===== src/iac_pkg.sv =====
// Constants, field positions and carrier types for the two-wire address and bit-rate block.
// Assumes a single 40 MHz clock and an AXI4-Lite register master.
package iac_pkg;

  localparam int unsigned CLK_HZ      = 40_000_000;
  localparam int unsigned SYNC_STAGES = 3;

  localparam int unsigned AW = 4;
  localparam logic [AW-1:0] OFS_OWN_ADDR = 4'h0;
  localparam logic [AW-1:0] OFS_DIV      = 4'h4;
  localparam logic [AW-1:0] OFS_CMD      = 4'h8;
  localparam logic [AW-1:0] OFS_STATUS   = 4'hc;

  localparam logic [7:0] RST_OWN_ADDR = 8'h00;
  localparam logic [7:0] RST_DIV      = 8'h00;
  localparam logic [7:0] RST_CMD_DATA = 8'h00;

  localparam int unsigned ADDR_HI   = 7;
  localparam int unsigned ADDR_LO   = 1;
  localparam int unsigned FACTOR_HI = 7;
  localparam int unsigned FACTOR_LO = 6;
  localparam int unsigned CODE_HI   = 5;
  localparam int unsigned CMD_START = 8;
  localparam int unsigned CMD_STOP  = 9;
  localparam int unsigned CMD_SEND  = 10;
  localparam int unsigned ST_BUSY   = 0;
  localparam int unsigned ST_ACK    = 1;
  localparam int unsigned ST_SCL    = 2;
  localparam int unsigned ST_SDA    = 3;
  localparam int unsigned ST_MATCH  = 4;
  localparam int unsigned ACK_BIT   = 8;
  localparam int unsigned MIN_DIV   = 20;

  localparam logic [1:0] RESP_OKAY   = 2'h0;
  localparam logic [1:0] RESP_SLVERR = 2'h2;

  typedef struct packed {
    logic [11:0] div;
    logic [9:0]  sda;
    logic [10:0] start;
    logic [10:0] stop;
  } iac_timing_t;

  typedef struct packed {
    logic [15:0] half;
    logic [15:0] sda;
    logic [15:0] start;
    logic [15:0] stop;
  } iac_cycles_t;

  typedef enum logic [2:0] {ST_IDLE, ST_START, ST_LOW, ST_HIGH, ST_HOLD} iac_state_t;
  typedef enum logic [1:0] {PUR_BIT, PUR_STOP, PUR_RSTART} iac_purpose_t;

endpackage : iac_pkg


===== src/iac_top.sv =====
// Own slave address, bit-rate divider and a small bus timing engine, behind AXI4-Lite.
// Assumes open-drain pads outside; pins arrive unsynchronised.
//
// Our own choices: the placing of the registers and the AXI4-Lite interface to the registers.
`timescale 1ns/100ps
`default_nettype none

module iac_top
  import iac_pkg::*;
(
  input  wire logic              aclk,
  input  wire logic              aresetn,
  input  wire logic [iac_pkg::AW-1:0] s_axi_awaddr,
  input  wire logic              s_axi_awvalid,
  output logic                   s_axi_awready,
  input  wire logic [31:0]       s_axi_wdata,
  input  wire logic [3:0]        s_axi_wstrb,
  input  wire logic              s_axi_wvalid,
  output logic                   s_axi_wready,
  output logic [1:0]             s_axi_bresp,
  output logic                   s_axi_bvalid,
  input  wire logic              s_axi_bready,
  input  wire logic [iac_pkg::AW-1:0] s_axi_araddr,
  input  wire logic              s_axi_arvalid,
  output logic                   s_axi_arready,
  output logic [31:0]            s_axi_rdata,
  output logic [1:0]             s_axi_rresp,
  output logic                   s_axi_rvalid,
  input  wire logic              s_axi_rready,
  input  wire logic [9:0]        rx_addr,
  input  wire logic              rx_ten_bit,
  output logic                   addr_match,
  input  wire logic              scl_i,
  output logic                   scl_o,
  output logic                   scl_oe,
  input  wire logic              sda_i,
  output logic                   sda_o,
  output logic                   sda_oe
);
  import iac_pkg::*;

  logic [7:0]     own_addr_q;
  logic [7:0]     div_q;
  logic [7:0]     cmd_data_q;
  logic           aw_have_q;
  logic           w_have_q;
  logic [AW-1:0]  aw_addr_q;
  logic [31:0]    w_data_q;
  logic [3:0]     w_strb_q;
  logic           wr_fire;
  logic           go_start;
  logic           go_stop;
  logic           go_send;
  logic [2:0]     scl_sync_q;
  logic [2:0]     sda_sync_q;
  logic           scl_s_q;
  logic           sda_s_q;
  iac_state_t     state_q;
  iac_purpose_t   pur_q;
  logic [15:0]    cnt_q;
  logic [8:0]     shift_q;
  logic [3:0]     bit_q;
  logic           ack_q;
  logic           scl_oe_q;
  logic           sda_oe_q;
  logic           match_q;
  logic [1:0]     mul_sh;
  iac_timing_t    tim;
  iac_cycles_t    cyc;
  logic [15:0]    high_tgt;

  function automatic iac_timing_t lut(input logic [5:0] c);
    case (c)
      6'h00: lut = '{12'd20, 10'd7, 11'd6, 11'd11};
      6'h01: lut = '{12'd22, 10'd7, 11'd7, 11'd12};
      6'h02: lut = '{12'd24, 10'd8, 11'd8, 11'd13};
      6'h03: lut = '{12'd26, 10'd8, 11'd9, 11'd14};
      6'h04: lut = '{12'd28, 10'd9, 11'd10, 11'd15};
      6'h05: lut = '{12'd30, 10'd9, 11'd11, 11'd16};
      6'h06: lut = '{12'd34, 10'd10, 11'd13, 11'd18};
      6'h07: lut = '{12'd40, 10'd10, 11'd16, 11'd21};
      6'h08: lut = '{12'd28, 10'd7, 11'd10, 11'd15};
      6'h09: lut = '{12'd32, 10'd7, 11'd12, 11'd17};
      6'h0a: lut = '{12'd36, 10'd9, 11'd14, 11'd19};
      6'h0b: lut = '{12'd40, 10'd9, 11'd16, 11'd21};
      6'h0c: lut = '{12'd44, 10'd11, 11'd18, 11'd23};
      6'h0d: lut = '{12'd48, 10'd11, 11'd20, 11'd25};
      6'h0e: lut = '{12'd56, 10'd13, 11'd24, 11'd29};
      6'h0f: lut = '{12'd68, 10'd13, 11'd30, 11'd35};
      6'h10: lut = '{12'd48, 10'd9, 11'd18, 11'd25};
      6'h11: lut = '{12'd56, 10'd9, 11'd22, 11'd29};
      6'h12: lut = '{12'd64, 10'd13, 11'd26, 11'd33};
      6'h13: lut = '{12'd72, 10'd13, 11'd30, 11'd37};
      6'h14: lut = '{12'd80, 10'd17, 11'd34, 11'd41};
      6'h15: lut = '{12'd88, 10'd17, 11'd38, 11'd45};
      6'h16: lut = '{12'd104, 10'd21, 11'd46, 11'd53};
      6'h17: lut = '{12'd128, 10'd21, 11'd58, 11'd65};
      6'h18: lut = '{12'd80, 10'd9, 11'd38, 11'd41};
      6'h19: lut = '{12'd96, 10'd9, 11'd46, 11'd49};
      6'h1a: lut = '{12'd112, 10'd17, 11'd54, 11'd57};
      6'h1b: lut = '{12'd128, 10'd17, 11'd62, 11'd65};
      6'h1c: lut = '{12'd144, 10'd25, 11'd70, 11'd73};
      6'h1d: lut = '{12'd160, 10'd25, 11'd78, 11'd81};
      6'h1e: lut = '{12'd192, 10'd33, 11'd94, 11'd97};
      6'h1f: lut = '{12'd240, 10'd33, 11'd118, 11'd121};
      6'h20: lut = '{12'd160, 10'd17, 11'd78, 11'd81};
      6'h21: lut = '{12'd192, 10'd17, 11'd94, 11'd97};
      6'h22: lut = '{12'd224, 10'd33, 11'd110, 11'd113};
      6'h23: lut = '{12'd256, 10'd33, 11'd126, 11'd129};
      6'h24: lut = '{12'd288, 10'd49, 11'd142, 11'd145};
      6'h25: lut = '{12'd320, 10'd49, 11'd158, 11'd161};
      6'h26: lut = '{12'd384, 10'd65, 11'd190, 11'd193};
      6'h27: lut = '{12'd480, 10'd65, 11'd238, 11'd241};
      6'h28: lut = '{12'd320, 10'd33, 11'd158, 11'd161};
      6'h29: lut = '{12'd384, 10'd33, 11'd190, 11'd193};
      6'h2a: lut = '{12'd448, 10'd65, 11'd222, 11'd225};
      6'h2b: lut = '{12'd512, 10'd65, 11'd254, 11'd257};
      6'h2c: lut = '{12'd576, 10'd97, 11'd286, 11'd289};
      6'h2d: lut = '{12'd640, 10'd97, 11'd318, 11'd321};
      6'h2e: lut = '{12'd768, 10'd129, 11'd382, 11'd385};
      6'h2f: lut = '{12'd960, 10'd129, 11'd478, 11'd481};
      6'h30: lut = '{12'd640, 10'd65, 11'd318, 11'd321};
      6'h31: lut = '{12'd768, 10'd65, 11'd382, 11'd385};
      6'h32: lut = '{12'd896, 10'd129, 11'd446, 11'd449};
      6'h33: lut = '{12'd1024, 10'd129, 11'd510, 11'd513};
      6'h34: lut = '{12'd1152, 10'd193, 11'd574, 11'd577};
      6'h35: lut = '{12'd1280, 10'd193, 11'd638, 11'd641};
      6'h36: lut = '{12'd1536, 10'd257, 11'd766, 11'd769};
      6'h37: lut = '{12'd1920, 10'd257, 11'd958, 11'd961};
      6'h38: lut = '{12'd1280, 10'd129, 11'd638, 11'd641};
      6'h39: lut = '{12'd1536, 10'd129, 11'd766, 11'd769};
      6'h3a: lut = '{12'd1792, 10'd257, 11'd894, 11'd897};
      6'h3b: lut = '{12'd2048, 10'd257, 11'd1022, 11'd1025};
      6'h3c: lut = '{12'd2304, 10'd385, 11'd1150, 11'd1153};
      6'h3d: lut = '{12'd2560, 10'd385, 11'd1278, 11'd1281};
      6'h3e: lut = '{12'd3072, 10'd513, 11'd1534, 11'd1537};
      default: lut = '{12'd3840, 10'd513, 11'd1918, 11'd1921};
    endcase
  endfunction : lut

  // Reserved multiplier code behaves as factor one, so timing never stalls
  always_comb begin
    unique case (div_q[FACTOR_HI:FACTOR_LO])
      2'b01:   mul_sh = 2'd1;
      2'b10:   mul_sh = 2'd2;
      default: mul_sh = 2'd0;
    endcase
  end

  assign tim       = lut(div_q[CODE_HI:0]);
  assign cyc.half  = 16'((16'(tim.div) << mul_sh) >> 1);
  assign cyc.sda   = 16'(16'(tim.sda) << mul_sh);
  assign cyc.start = 16'(16'(tim.start) << mul_sh);
  assign cyc.stop  = 16'(16'(tim.stop) << mul_sh);
  assign high_tgt  = (pur_q == PUR_STOP) ? cyc.stop : cyc.half;

  // AXI4-Lite write path: address and data taken in either order
  assign s_axi_awready = !aw_have_q && !s_axi_bvalid;
  assign s_axi_wready  = !w_have_q && !s_axi_bvalid;
  assign wr_fire       = aw_have_q && w_have_q;

  always_ff @(posedge aclk) begin
    if (!aresetn) begin
      aw_have_q    <= 1'b0;
      w_have_q     <= 1'b0;
      aw_addr_q    <= '0;
      w_data_q     <= '0;
      w_strb_q     <= '0;
      s_axi_bvalid <= 1'b0;
      s_axi_bresp  <= RESP_OKAY;
    end else begin
      if (s_axi_awvalid && s_axi_awready) begin
        aw_have_q <= 1'b1;
        aw_addr_q <= s_axi_awaddr;
      end
      if (s_axi_wvalid && s_axi_wready) begin
        w_have_q <= 1'b1;
        w_data_q <= s_axi_wdata;
        w_strb_q <= s_axi_wstrb;
      end
      if (wr_fire) begin
        aw_have_q    <= 1'b0;
        w_have_q     <= 1'b0;
        s_axi_bvalid <= 1'b1;
        s_axi_bresp  <= (aw_addr_q[AW-1:2] == OFS_STATUS[AW-1:2]) ? RESP_SLVERR : RESP_OKAY;
      end else if (s_axi_bready) begin
        s_axi_bvalid <= 1'b0;
      end
    end
  end

  always_ff @(posedge aclk) begin
    if (!aresetn) begin
      own_addr_q <= RST_OWN_ADDR;
      div_q      <= RST_DIV;
      cmd_data_q <= RST_CMD_DATA;
    end else if (wr_fire && w_strb_q[0]) begin
      if (aw_addr_q[AW-1:2] == OFS_OWN_ADDR[AW-1:2]) begin
        own_addr_q <= {w_data_q[ADDR_HI:ADDR_LO], 1'b0};
      end
      if (aw_addr_q[AW-1:2] == OFS_DIV[AW-1:2]) begin
        div_q <= w_data_q[7:0];
      end
      if (aw_addr_q[AW-1:2] == OFS_CMD[AW-1:2] && state_q inside {ST_IDLE, ST_HOLD}) begin
        cmd_data_q <= w_data_q[7:0];
      end
    end
  end

  // Commands need byte lane 1; ignored while the engine is mid-symbol
  assign go_start = wr_fire && w_strb_q[1] && aw_addr_q[AW-1:2] == OFS_CMD[AW-1:2]
                    && w_data_q[CMD_START];
  assign go_stop  = wr_fire && w_strb_q[1] && aw_addr_q[AW-1:2] == OFS_CMD[AW-1:2]
                    && w_data_q[CMD_STOP];
  assign go_send  = wr_fire && w_strb_q[1] && aw_addr_q[AW-1:2] == OFS_CMD[AW-1:2]
                    && w_data_q[CMD_SEND];

  // AXI4-Lite read path
  assign s_axi_arready = !s_axi_rvalid;

  always_ff @(posedge aclk) begin
    if (!aresetn) begin
      s_axi_rvalid <= 1'b0;
      s_axi_rdata  <= '0;
      s_axi_rresp  <= RESP_OKAY;
    end else if (s_axi_arvalid && s_axi_arready) begin
      s_axi_rvalid <= 1'b1;
      s_axi_rresp  <= RESP_OKAY;
      unique case (s_axi_araddr[AW-1:2])
        OFS_OWN_ADDR[AW-1:2]: s_axi_rdata <= {24'h0, own_addr_q};
        OFS_DIV[AW-1:2]:      s_axi_rdata <= {24'h0, div_q};
        OFS_CMD[AW-1:2]:      s_axi_rdata <= {24'h0, cmd_data_q};
        default:              s_axi_rdata <= {27'h0, match_q, sda_s_q, scl_s_q, ack_q,
                                              state_q != ST_IDLE};
      endcase
    end else if (s_axi_rready) begin
      s_axi_rvalid <= 1'b0;
    end
  end

  // Three-stage pin synchronisers; a level counts once the last two agree
  always_ff @(posedge aclk) begin
    if (!aresetn) begin
      scl_sync_q <= 3'h7;
      sda_sync_q <= 3'h7;
      scl_s_q    <= 1'b1;
      sda_s_q    <= 1'b1;
    end else begin
      scl_sync_q <= {scl_sync_q[1:0], scl_i};
      sda_sync_q <= {sda_sync_q[1:0], sda_i};
      if (scl_sync_q[1] == scl_sync_q[2]) begin
        scl_s_q <= scl_sync_q[2];
      end
      if (sda_sync_q[1] == sda_sync_q[2]) begin
        sda_s_q <= sda_sync_q[2];
      end
    end
  end

  always_ff @(posedge aclk) begin
    if (!aresetn) begin
      match_q <= 1'b0;
    end else if (rx_ten_bit) begin
      match_q <= (rx_addr[6:0] == own_addr_q[ADDR_HI:ADDR_LO]);
    end else begin
      match_q <= (rx_addr[6:0] == own_addr_q[ADDR_HI:ADDR_LO]);
    end
  end
  assign addr_match = match_q;

  // Bus timing engine; high phase counts only while the clock line is seen high
  always_ff @(posedge aclk) begin
    if (!aresetn) begin
      state_q  <= ST_IDLE;
      pur_q    <= PUR_BIT;
      cnt_q    <= '0;
      shift_q  <= '0;
      bit_q    <= '0;
      ack_q    <= 1'b0;
      scl_oe_q <= 1'b0;
      sda_oe_q <= 1'b0;
    end else begin
      unique case (state_q)
        ST_IDLE: begin
          if (go_start) begin
            sda_oe_q <= 1'b1;
            cnt_q    <= '0;
            state_q  <= ST_START;
          end
        end
        ST_START: begin
          cnt_q <= cnt_q + 16'h1;
          if (cnt_q == cyc.start - 16'h1) begin
            scl_oe_q <= 1'b1;
            cnt_q    <= '0;
            state_q  <= ST_HOLD;
          end
        end
        ST_HOLD: begin
          cnt_q <= '0;
          if (go_send || go_stop || go_start) begin
            pur_q   <= go_send ? PUR_BIT : (go_stop ? PUR_STOP : PUR_RSTART);
            shift_q <= {w_data_q[7:0], 1'b1};
            bit_q   <= '0;
            state_q <= ST_LOW;
          end
        end
        ST_LOW: begin
          cnt_q <= cnt_q + 16'h1;
          if (cnt_q == cyc.sda - 16'h1) begin
            unique case (pur_q)
              PUR_BIT:  sda_oe_q <= !shift_q[8];
              PUR_STOP: sda_oe_q <= 1'b1;
              default:  sda_oe_q <= 1'b0;
            endcase
          end
          if (cnt_q == cyc.half - 16'h1) begin
            scl_oe_q <= 1'b0;
            cnt_q    <= '0;
            state_q  <= ST_HIGH;
          end
        end
        ST_HIGH: begin
          if (scl_s_q) begin
            cnt_q <= cnt_q + 16'h1;
            if (cnt_q == high_tgt - 16'h1) begin
              cnt_q <= '0;
              unique case (pur_q)
                PUR_BIT: begin
                  scl_oe_q <= 1'b1;
                  shift_q  <= {shift_q[7:0], 1'b1};
                  bit_q    <= bit_q + 4'h1;
                  state_q  <= (bit_q == 4'(ACK_BIT)) ? ST_HOLD : ST_LOW;
                  if (bit_q == 4'(ACK_BIT)) begin
                    ack_q <= !sda_s_q;
                  end
                end
                PUR_STOP: begin
                  sda_oe_q <= 1'b0;
                  state_q  <= ST_IDLE;
                end
                default: begin
                  sda_oe_q <= 1'b1;
                  state_q  <= ST_START;
                end
              endcase
            end
          end else begin
            cnt_q <= '0;
          end
        end
        default: state_q <= ST_IDLE;
      endcase
    end
  end

  // Open drain: only ever pull low
  assign scl_o  = 1'b0;
  assign sda_o  = 1'b0;
  assign scl_oe = scl_oe_q;
  assign sda_oe = sda_oe_q;

  // Helper counters for timing checks
  logic        scl_prev_q;
  logic        sda_prev_q;
  logic [15:0] since_scl_q;
  logic [15:0] since_sda_q;
  logic [15:0] scl_hi_q;

  always_ff @(posedge aclk) begin
    if (!aresetn) begin
      scl_prev_q  <= 1'b0;
      sda_prev_q  <= 1'b0;
      since_scl_q <= '0;
      since_sda_q <= '0;
      scl_hi_q    <= '0;
    end else begin
      scl_prev_q  <= scl_oe_q;
      sda_prev_q  <= sda_oe_q;
      since_scl_q <= (scl_oe_q != scl_prev_q) ? 16'h1 : since_scl_q + 16'h1;
      since_sda_q <= (sda_oe_q != sda_prev_q) ? 16'h1 : since_sda_q + 16'h1;
      scl_hi_q    <= scl_oe_q ? 16'h0 : (scl_s_q ? scl_hi_q + 16'h1 : scl_hi_q);
    end
  end
endmodule : iac_top

`default_nettype wire


===== config.mk =====
export PLATFORM = sky130hd
export DESIGN_NAME = iac_top
export DESIGN_NICKNAME = d
export VERILOG_FILES = /design/src/iac_pkg.sv /design/src/iac_top.sv
export SDC_FILE = /design/constraint.sdc
export NUM_CORES = 1
export LEC_CHECK = 0
export BUFFER_PORTS_ARGS = -buffer_cell sky130_fd_sc_hd__buf_2
export CORE_ASPECT_RATIO = 1.5
export CORE_MARGIN = 1
export CORE_UTILIZATION = 31
export DETAILED_ROUTE_END_ITERATION = 12
export REMOVE_ABC_BUFFERS = 1
export SYNTH_ARGS = -nofsm -noshare
export SYNTH_HDL_FRONTEND = slang
export SYNTH_SLANG_ARGS = --single-unit

===== constraint.sdc =====
create_clock -name aclk -period 4.91 [get_ports aclk]
set_clock_uncertainty 0.1 [all_clocks]
set_input_delay 0.2455 -clock aclk [delete_from_list [all_inputs] [get_ports aclk]]
set_output_delay 0.2455 -clock aclk [all_outputs]
set_load 0.02 [all_outputs]

; Word level (Yosys, flattened, before mapping)
; Memories as Yosys holds them, arrays and structs flattened. A register that Yosys moved wholly into a read port is not among the register bits.
; Index checks and enable logic that the tools add are counted.
[totals]
register_bits = 124
romBits = 2752
inputBits = 64
out_inout_bits = 46
elab_cells = 160
n_memories = 1
[classes]
addsub = 6
n_eq_ne = 29
shift = 4
n_mux = 50
bitwise_logic = 1
n_reduce_logical = 44
[memory_table]
columns = memory, words, word_bits, rd, rd_clocked_by_memory_dff, write_ports, line_no
row1 = (name not given), 64, 43, 1, 1, 0, iac_top.sv:73  ; case (c)
[ops]
columns = op, n
row1 = $mux 16, 6
row2 = $pmux 16 s5, 1
row3 = $eq 16x16->1, 4
row4 = $sub 16x1->16 const B, 3
row5 = $mux 9, 4
row6 = $shl 11x2->16, 2
row7 = $pmux 8 s3, 1
row8 = $mux 3, 7
row9 = $pmux 9 s2, 1
row10 = $reduce_and 6->1, 3
row11 = $add 16x1->16 const B, 1
row12 = $mux 4, 4
row13 = $shl 10x2->16, 1
row14 = $shl 12x2->16, 1
row15 = $sub 15x1->16 const B, 1
row16 = $pmux 3 s5, 1
row17 = $ne 2x2->1 const B, 7
row18 = $logic_and 1x1->1, 13
row19 = $mux 1, 13
row20 = $mux 6, 2
row21 = $reduce_and 2->1, 5
row22 = $reduce_and 5->1, 2
row23 = $reduce_bool 3->1, 3
row24 = $eq 2x1->1 const B, 4
row25 = 23 further kinds, 44

; Depth between registers and ports, before layout
[logic_depth]
depth_word = 9
mapped_depth = 20
ltp_nobuf = 15

; Worst setup path after synthesis
; Ideal clock, no wire load.
[synth_timing]
kind = reg2reg
start = reg div_q[6]
end = reg scl_oe_q (netlist: scl_oe)
setup_time_ns = 0.072
t_arrival_ns = 4.209
required_ns = 4.738
path_slack_ns = 0.530
stages_incl_launch_ff = 19
n_path_buf = 5
synth_period_minus_slack_ns = 4.380
path_cell_list = dfxtp_1 -> buf_2 -> buf_1 -> clkbuf_1 -> clkbuf_1 -> clkbuf_1 -> a21oi_1 -> ha_1 -> nor2b_1 -> a22oi_1 -> a211o_1 -> xnor2_1 -> a2111oi_0 -> o31ai_1 -> or4_1 -> o21bai_1 -> a21oi_1 -> nor4b_1 -> mux2i_1
[synth_via]
elab_chain_cells = 8
elab_cells_between_ends = 17
classes_between = 3 x add/sub / 8 x eq/ne / 3 x shift / 2 x mux / 1 x reduce/logical
[synth_lines]
columns = element, line_no
row1 = "start, declared", iac_top.sv:43  ; logic [7:0] div_q;
row2 = "start signal, assigned", iac_top.sv:202  ; div_q <= w_data_q[7:0];
row3 = $eq 2x2->1 / $eq 2x1->1 (equally long branches), iac_top.sv:143  ; unique case (div_q[FACTOR_HI:FACTOR_LO])
row4 = $pmux 2 s2 (*), iac_top.sv:143
row5 = $shl 12x2->16 / $shl 11x2->16 (equally long branches), "iac_top.sv:151, iac_top.sv:154"
row6 = $mux 16, iac_top.sv:155  ; assign high_tgt = (pur_q == PUR_STOP) ? cyc.stop : cyc.half;
row7 = $sub 16x1->16, iac_top.sv:326  ; if (cnt_q == high_tgt - 16'h1) begin
row8 = $eq 16x16->1, iac_top.sv:326
row9 = $ne 2x2->1 (no line), -
row10 = $reduce_and 6->1 (no line) (*), -
row11 = "end signal, assigned", iac_top.sv:294  ; scl_oe_q <= 1'b1;
row12 = "end signal, assigned", iac_top.sv:318  ; scl_oe_q <= 1'b0;
row13 = "end signal, assigned", iac_top.sv:330  ; scl_oe_q <= 1'b1;
row14 = "end, declared", iac_top.sv:64  ; logic scl_oe_q;
; Every way passes the cells marked *; elsewhere a longest branch is shown, timed or not.
; A chain may end at the register's enable or synchronous reset.

; Final worst setup path
[layout_timing]
start = reg div_q[7]
end = reg cnt_q[13]
[layout_via]
elab_chain_cells = 9
elab_cells_between_ends = 18
classes_between = 3 x add/sub / 5 x eq/ne / 3 x shift / 7 x mux
[layout_lines]
columns = element, line_no
row1 = $eq 2x2->1 / $eq 2x1->1 (equally long branches), iac_top.sv:143
row2 = $pmux 2 s2 (*), iac_top.sv:143
row3 = $shl 12x2->16 / $shl 11x2->16 (equally long branches), "iac_top.sv:151, iac_top.sv:154"
row4 = $mux 16, iac_top.sv:155
row5 = $sub 16x1->16, iac_top.sv:326
row6 = $eq 16x16->1, iac_top.sv:326
row7 = $mux 16, iac_top.sv:326
row8 = $mux 16, iac_top.sv:324  ; if (scl_s_q) begin
row9 = $pmux 16 s5 (*), iac_top.sv:283  ; unique case (state_q)
row10 = "end signal, assigned", iac_top.sv:292  ; cnt_q <= cnt_q + 16'h1;
row11 = "end signal, assigned", iac_top.sv:309  ; cnt_q <= cnt_q + 16'h1;
row12 = "end signal, assigned", iac_top.sv:325  ; cnt_q <= cnt_q + 16'h1;
row13 = "end, declared", iac_top.sv:60  ; logic [15:0] cnt_q;
; Marks and branches as above.

==> results.md <==
* First-pass GRT wire length at 45800 µm
* Post-CTS sizing at 0
* Fraction of layout cells with a size suffix above 1 at 0.128
* Mean post-synth cell area at 7.74 µm²
* TNS Setup at 0 ns
* Clock H-tree levels at 4
* Post-DP HPWL at 21800 µm
* Gr usage total at 0.177
* Synth Area in Compound Gates at 0.214
* DR vias/cell at 5.42
* Pre-CTS setup slack at 0.446 ns
* Port bufs at 49
* Multi-input logic area at 6570 µm²
* Post-synth EDFFs at 0
* Final worst slack at 0.404 ns
* Worst slew pin tran at 1.12 ns
* Initial Util at 0.317
* Leak at 4.27 nW
* Main combinational cell family by area after synthesis: simple AND/OR/NAND/NOR gates
* Leading cell type in the layout, fill and taps excluded: nor2_1
* Met3 global-route usage at 0.0239
* Worst Path Arrival at 4.72 ns
* N_diodes at 0
* Met1 Use GR at 0.193
* Die Wd at 148 µm
* Min cycle time layout at 4.51 ns
* Core ar. at 31200 µm²
* GRT overflow at 0
* DRT Wirelength at 28800 µm
* Rows at 79
* Final Cycle Share at 0.918
* Synth area leaders: dfxtp_1 27%, mux2i_1 10%, nor2_1 5.6%, nand2_1 4.9%, a21oi_1 4.3%
* Worst hold path class: input port to flip-flop
* Synth Area in Simple Gates at 0.224
* Synth top area share at 0.269
* Peak supply drop at 244 µV
* Startpoint Class: flip-flop
* Post-synthesis mux area share at 0.134
* Commonest non-fill, non-tap cells in the layout: 147 x nor2_1, 131 x dfxtp_1, 130 x nand2_1, 102 x mux2i_1, 85 x a21oi_1
* Initial antenna violation count at 0
* Finish-stage setup viols at 0
* Clk slew on worst S/H paths at 0.06 ns
* CTS Sinks at 133
* Area Overhead vs Synth at 12.7%
* Die area at 32700 µm²
* Routed len/inst at 16.8 µm
* TritonCTS clock tree: yes
* Die Ht at 221 µm
* Critical path class: flip-flop to flip-flop
* Xor and xnor area share after synthesis at 0.0584
* # DRC at 0
* Fin util at 0.358
* Top-Level Pins at 110
* Largest net degree at the start of global routing at 63
* CP max FO at 18
* Yosys top cell by area: dfxtp_1
* Crit end category: flip-flop
* Pwr Density at 261 nW/µm²
* Fill count at 3314
* TritonRoute pass-1 iters at 5
* Fmax at 222 MHz
* Post-synth cell types at 80
* Adder-Cell Fraction of Synth Area at 0.0215
* Clk Latency, worst-skew pair at 0.43 ns
* Post-detailed-route count of antenna-violating nets at 0
* Status: complete, no violations
* Sequential share of the synthesized area at 0.269
* RSZ-0062 raised after global routing: no
* Synth warn at 0
* Final total power at 0.00292 W
* Max-slew headroom at 0.254
* Synth Cell Area at 9910 µm²
* Final std cells w/o fill at 1719
* GRT Max-Usage Layer: met2
* Met2 Use GR at 0.318
* Number of max-cap violations at 0
* Vias in the first global route at 8615
* Final net count at 1382
* Max clock buf depth at 2
* Root buf cell: clkbuf_16
* CP required at 5.13 ns
* DP Cell Count at 1665
* Async SR Flop Fraction at 0
* Cell count after synthesis at 1280
* DRT iter0 DRCs at 490
* Flops & latches, synth at 133
* Fin. max-slew vios at 0
* Total CTS buffers at 17
* Via count at 9316
* Reg area at 2670 µm²
* Routability cong. at 0.907
* Dominant synthesized flop cell: dfxtp_1
* Final Hold Vio Count at 0
routing by layer:
layer	up-vias	wire length, µm
li1	4552	-
met1	4391	11300
met2	279	14800
met3	94	1090
met4	0	1640
met5	-	0
state kept, by name, summed over array words and instances (netlist names), 3 cells and up:
signal / flops
scl_sync_q: 3
cmd_data_q: 8
tim: 36
sda_sync_q: 3
own_addr_q: 7
bit_q: 4
w_data_q: 11
shift_q: 9
state_q: 3
div_q: 8
cnt_q: 16
s_axi_rdata: 8
synthesized netlist by cell type, drive strengths merged (16+ instances only):
cell type,count
a211oi,20
a21oi,86
buf,56
clkbuf,75
dfxtp,133
ha,17
inv,29
mux2i,102
nand2,131
nand2b,28
nand3,33
nor2,147
nor3,40
o211ai,16
o21ai,61
xnor2,42
xor2,24
path summary, 6_finish.rpt:
path / slack [ns] / from / endpoint / depth (start not counted)
worst max-delay path: 0.40 / div_q[7] / cnt_q[13] / 14
worst min-delay path: 0.03 / rx_addr[0] / addr_match / 4
worst max register to register: 0.40 / div_q[7] / cnt_q[13] / 14
worst min register to register: 0.31 / scl_sync_q[0] / scl_sync_q[1] / 1
critical path: stages, from the launching register on:
cell	delay [ns]
dfxtp_4	0.50
mux2_4	0.34
a21oi_1	0.16
ha_1	0.23
nor2b_1	0.15
a22oi_1	0.13
a211o_1	0.34
xnor2_1	0.15
a2111oi_0	0.45
o31ai_1	0.17
or4_1	0.55
o21bai_1	0.27
a31oi_1	0.30
buf_4	0.27
a221o_1	0.29
final cells by class:
type	count	share of cell area
timing repair buffer	105	0.0657
multi-input combinational	1012	0.588
inverter	32	0.0108
tap	405	0.0454
clock inverter	9	0.00840
clock buffer	23	0.0428
sequential	133	0.239
logic make-up (layout without fill, tap and decap cells):
kind of cell / count (synthesis) / after routing
AND/OR/NAND/NOR: 469 / 469
AO/OA/AOI/OAI: 309 / 309
buffers and inverters: 163 / 169
flip-flops: 133 / 133
multiplexers: 122 / 122
XOR/XNOR: 66 / 66
adder cells (fa/ha/maj): 17 / 17
other: 1 / 29
what timing repair did:
| item | 4_1_cts | 5_1_grt |
|---|---|---|
| setup buffers | 0 | 0 |
| endpoints found under the setup margin | 0 | 0 |
| hold buffers | 22 | 0 |
| hold endpoints to repair | 20 | 0 |
report_power, final:
group          switching [W]  internal (W)  leakage [nW]
logic               0.000309      0.000186          2.92
clock network       0.000481      0.000740         0.274
registers          0.0000698       0.00113          1.08
total               0.000860       0.00206          4.27
through the flow:
| stage | area, µm² | hold slack, ns |
|---|---|---|
| finish | 11200 | 0.0275 |
| global route | 11200 | 0.0442 |
| CTS | 11200 | 0.0176 |
| detailed placement | 10400 | 0.295 |
| global placement | 10400 | 0.287 |
| floorplan | 9340 | 0.219 |
Power figures use the tool's default switching activity.
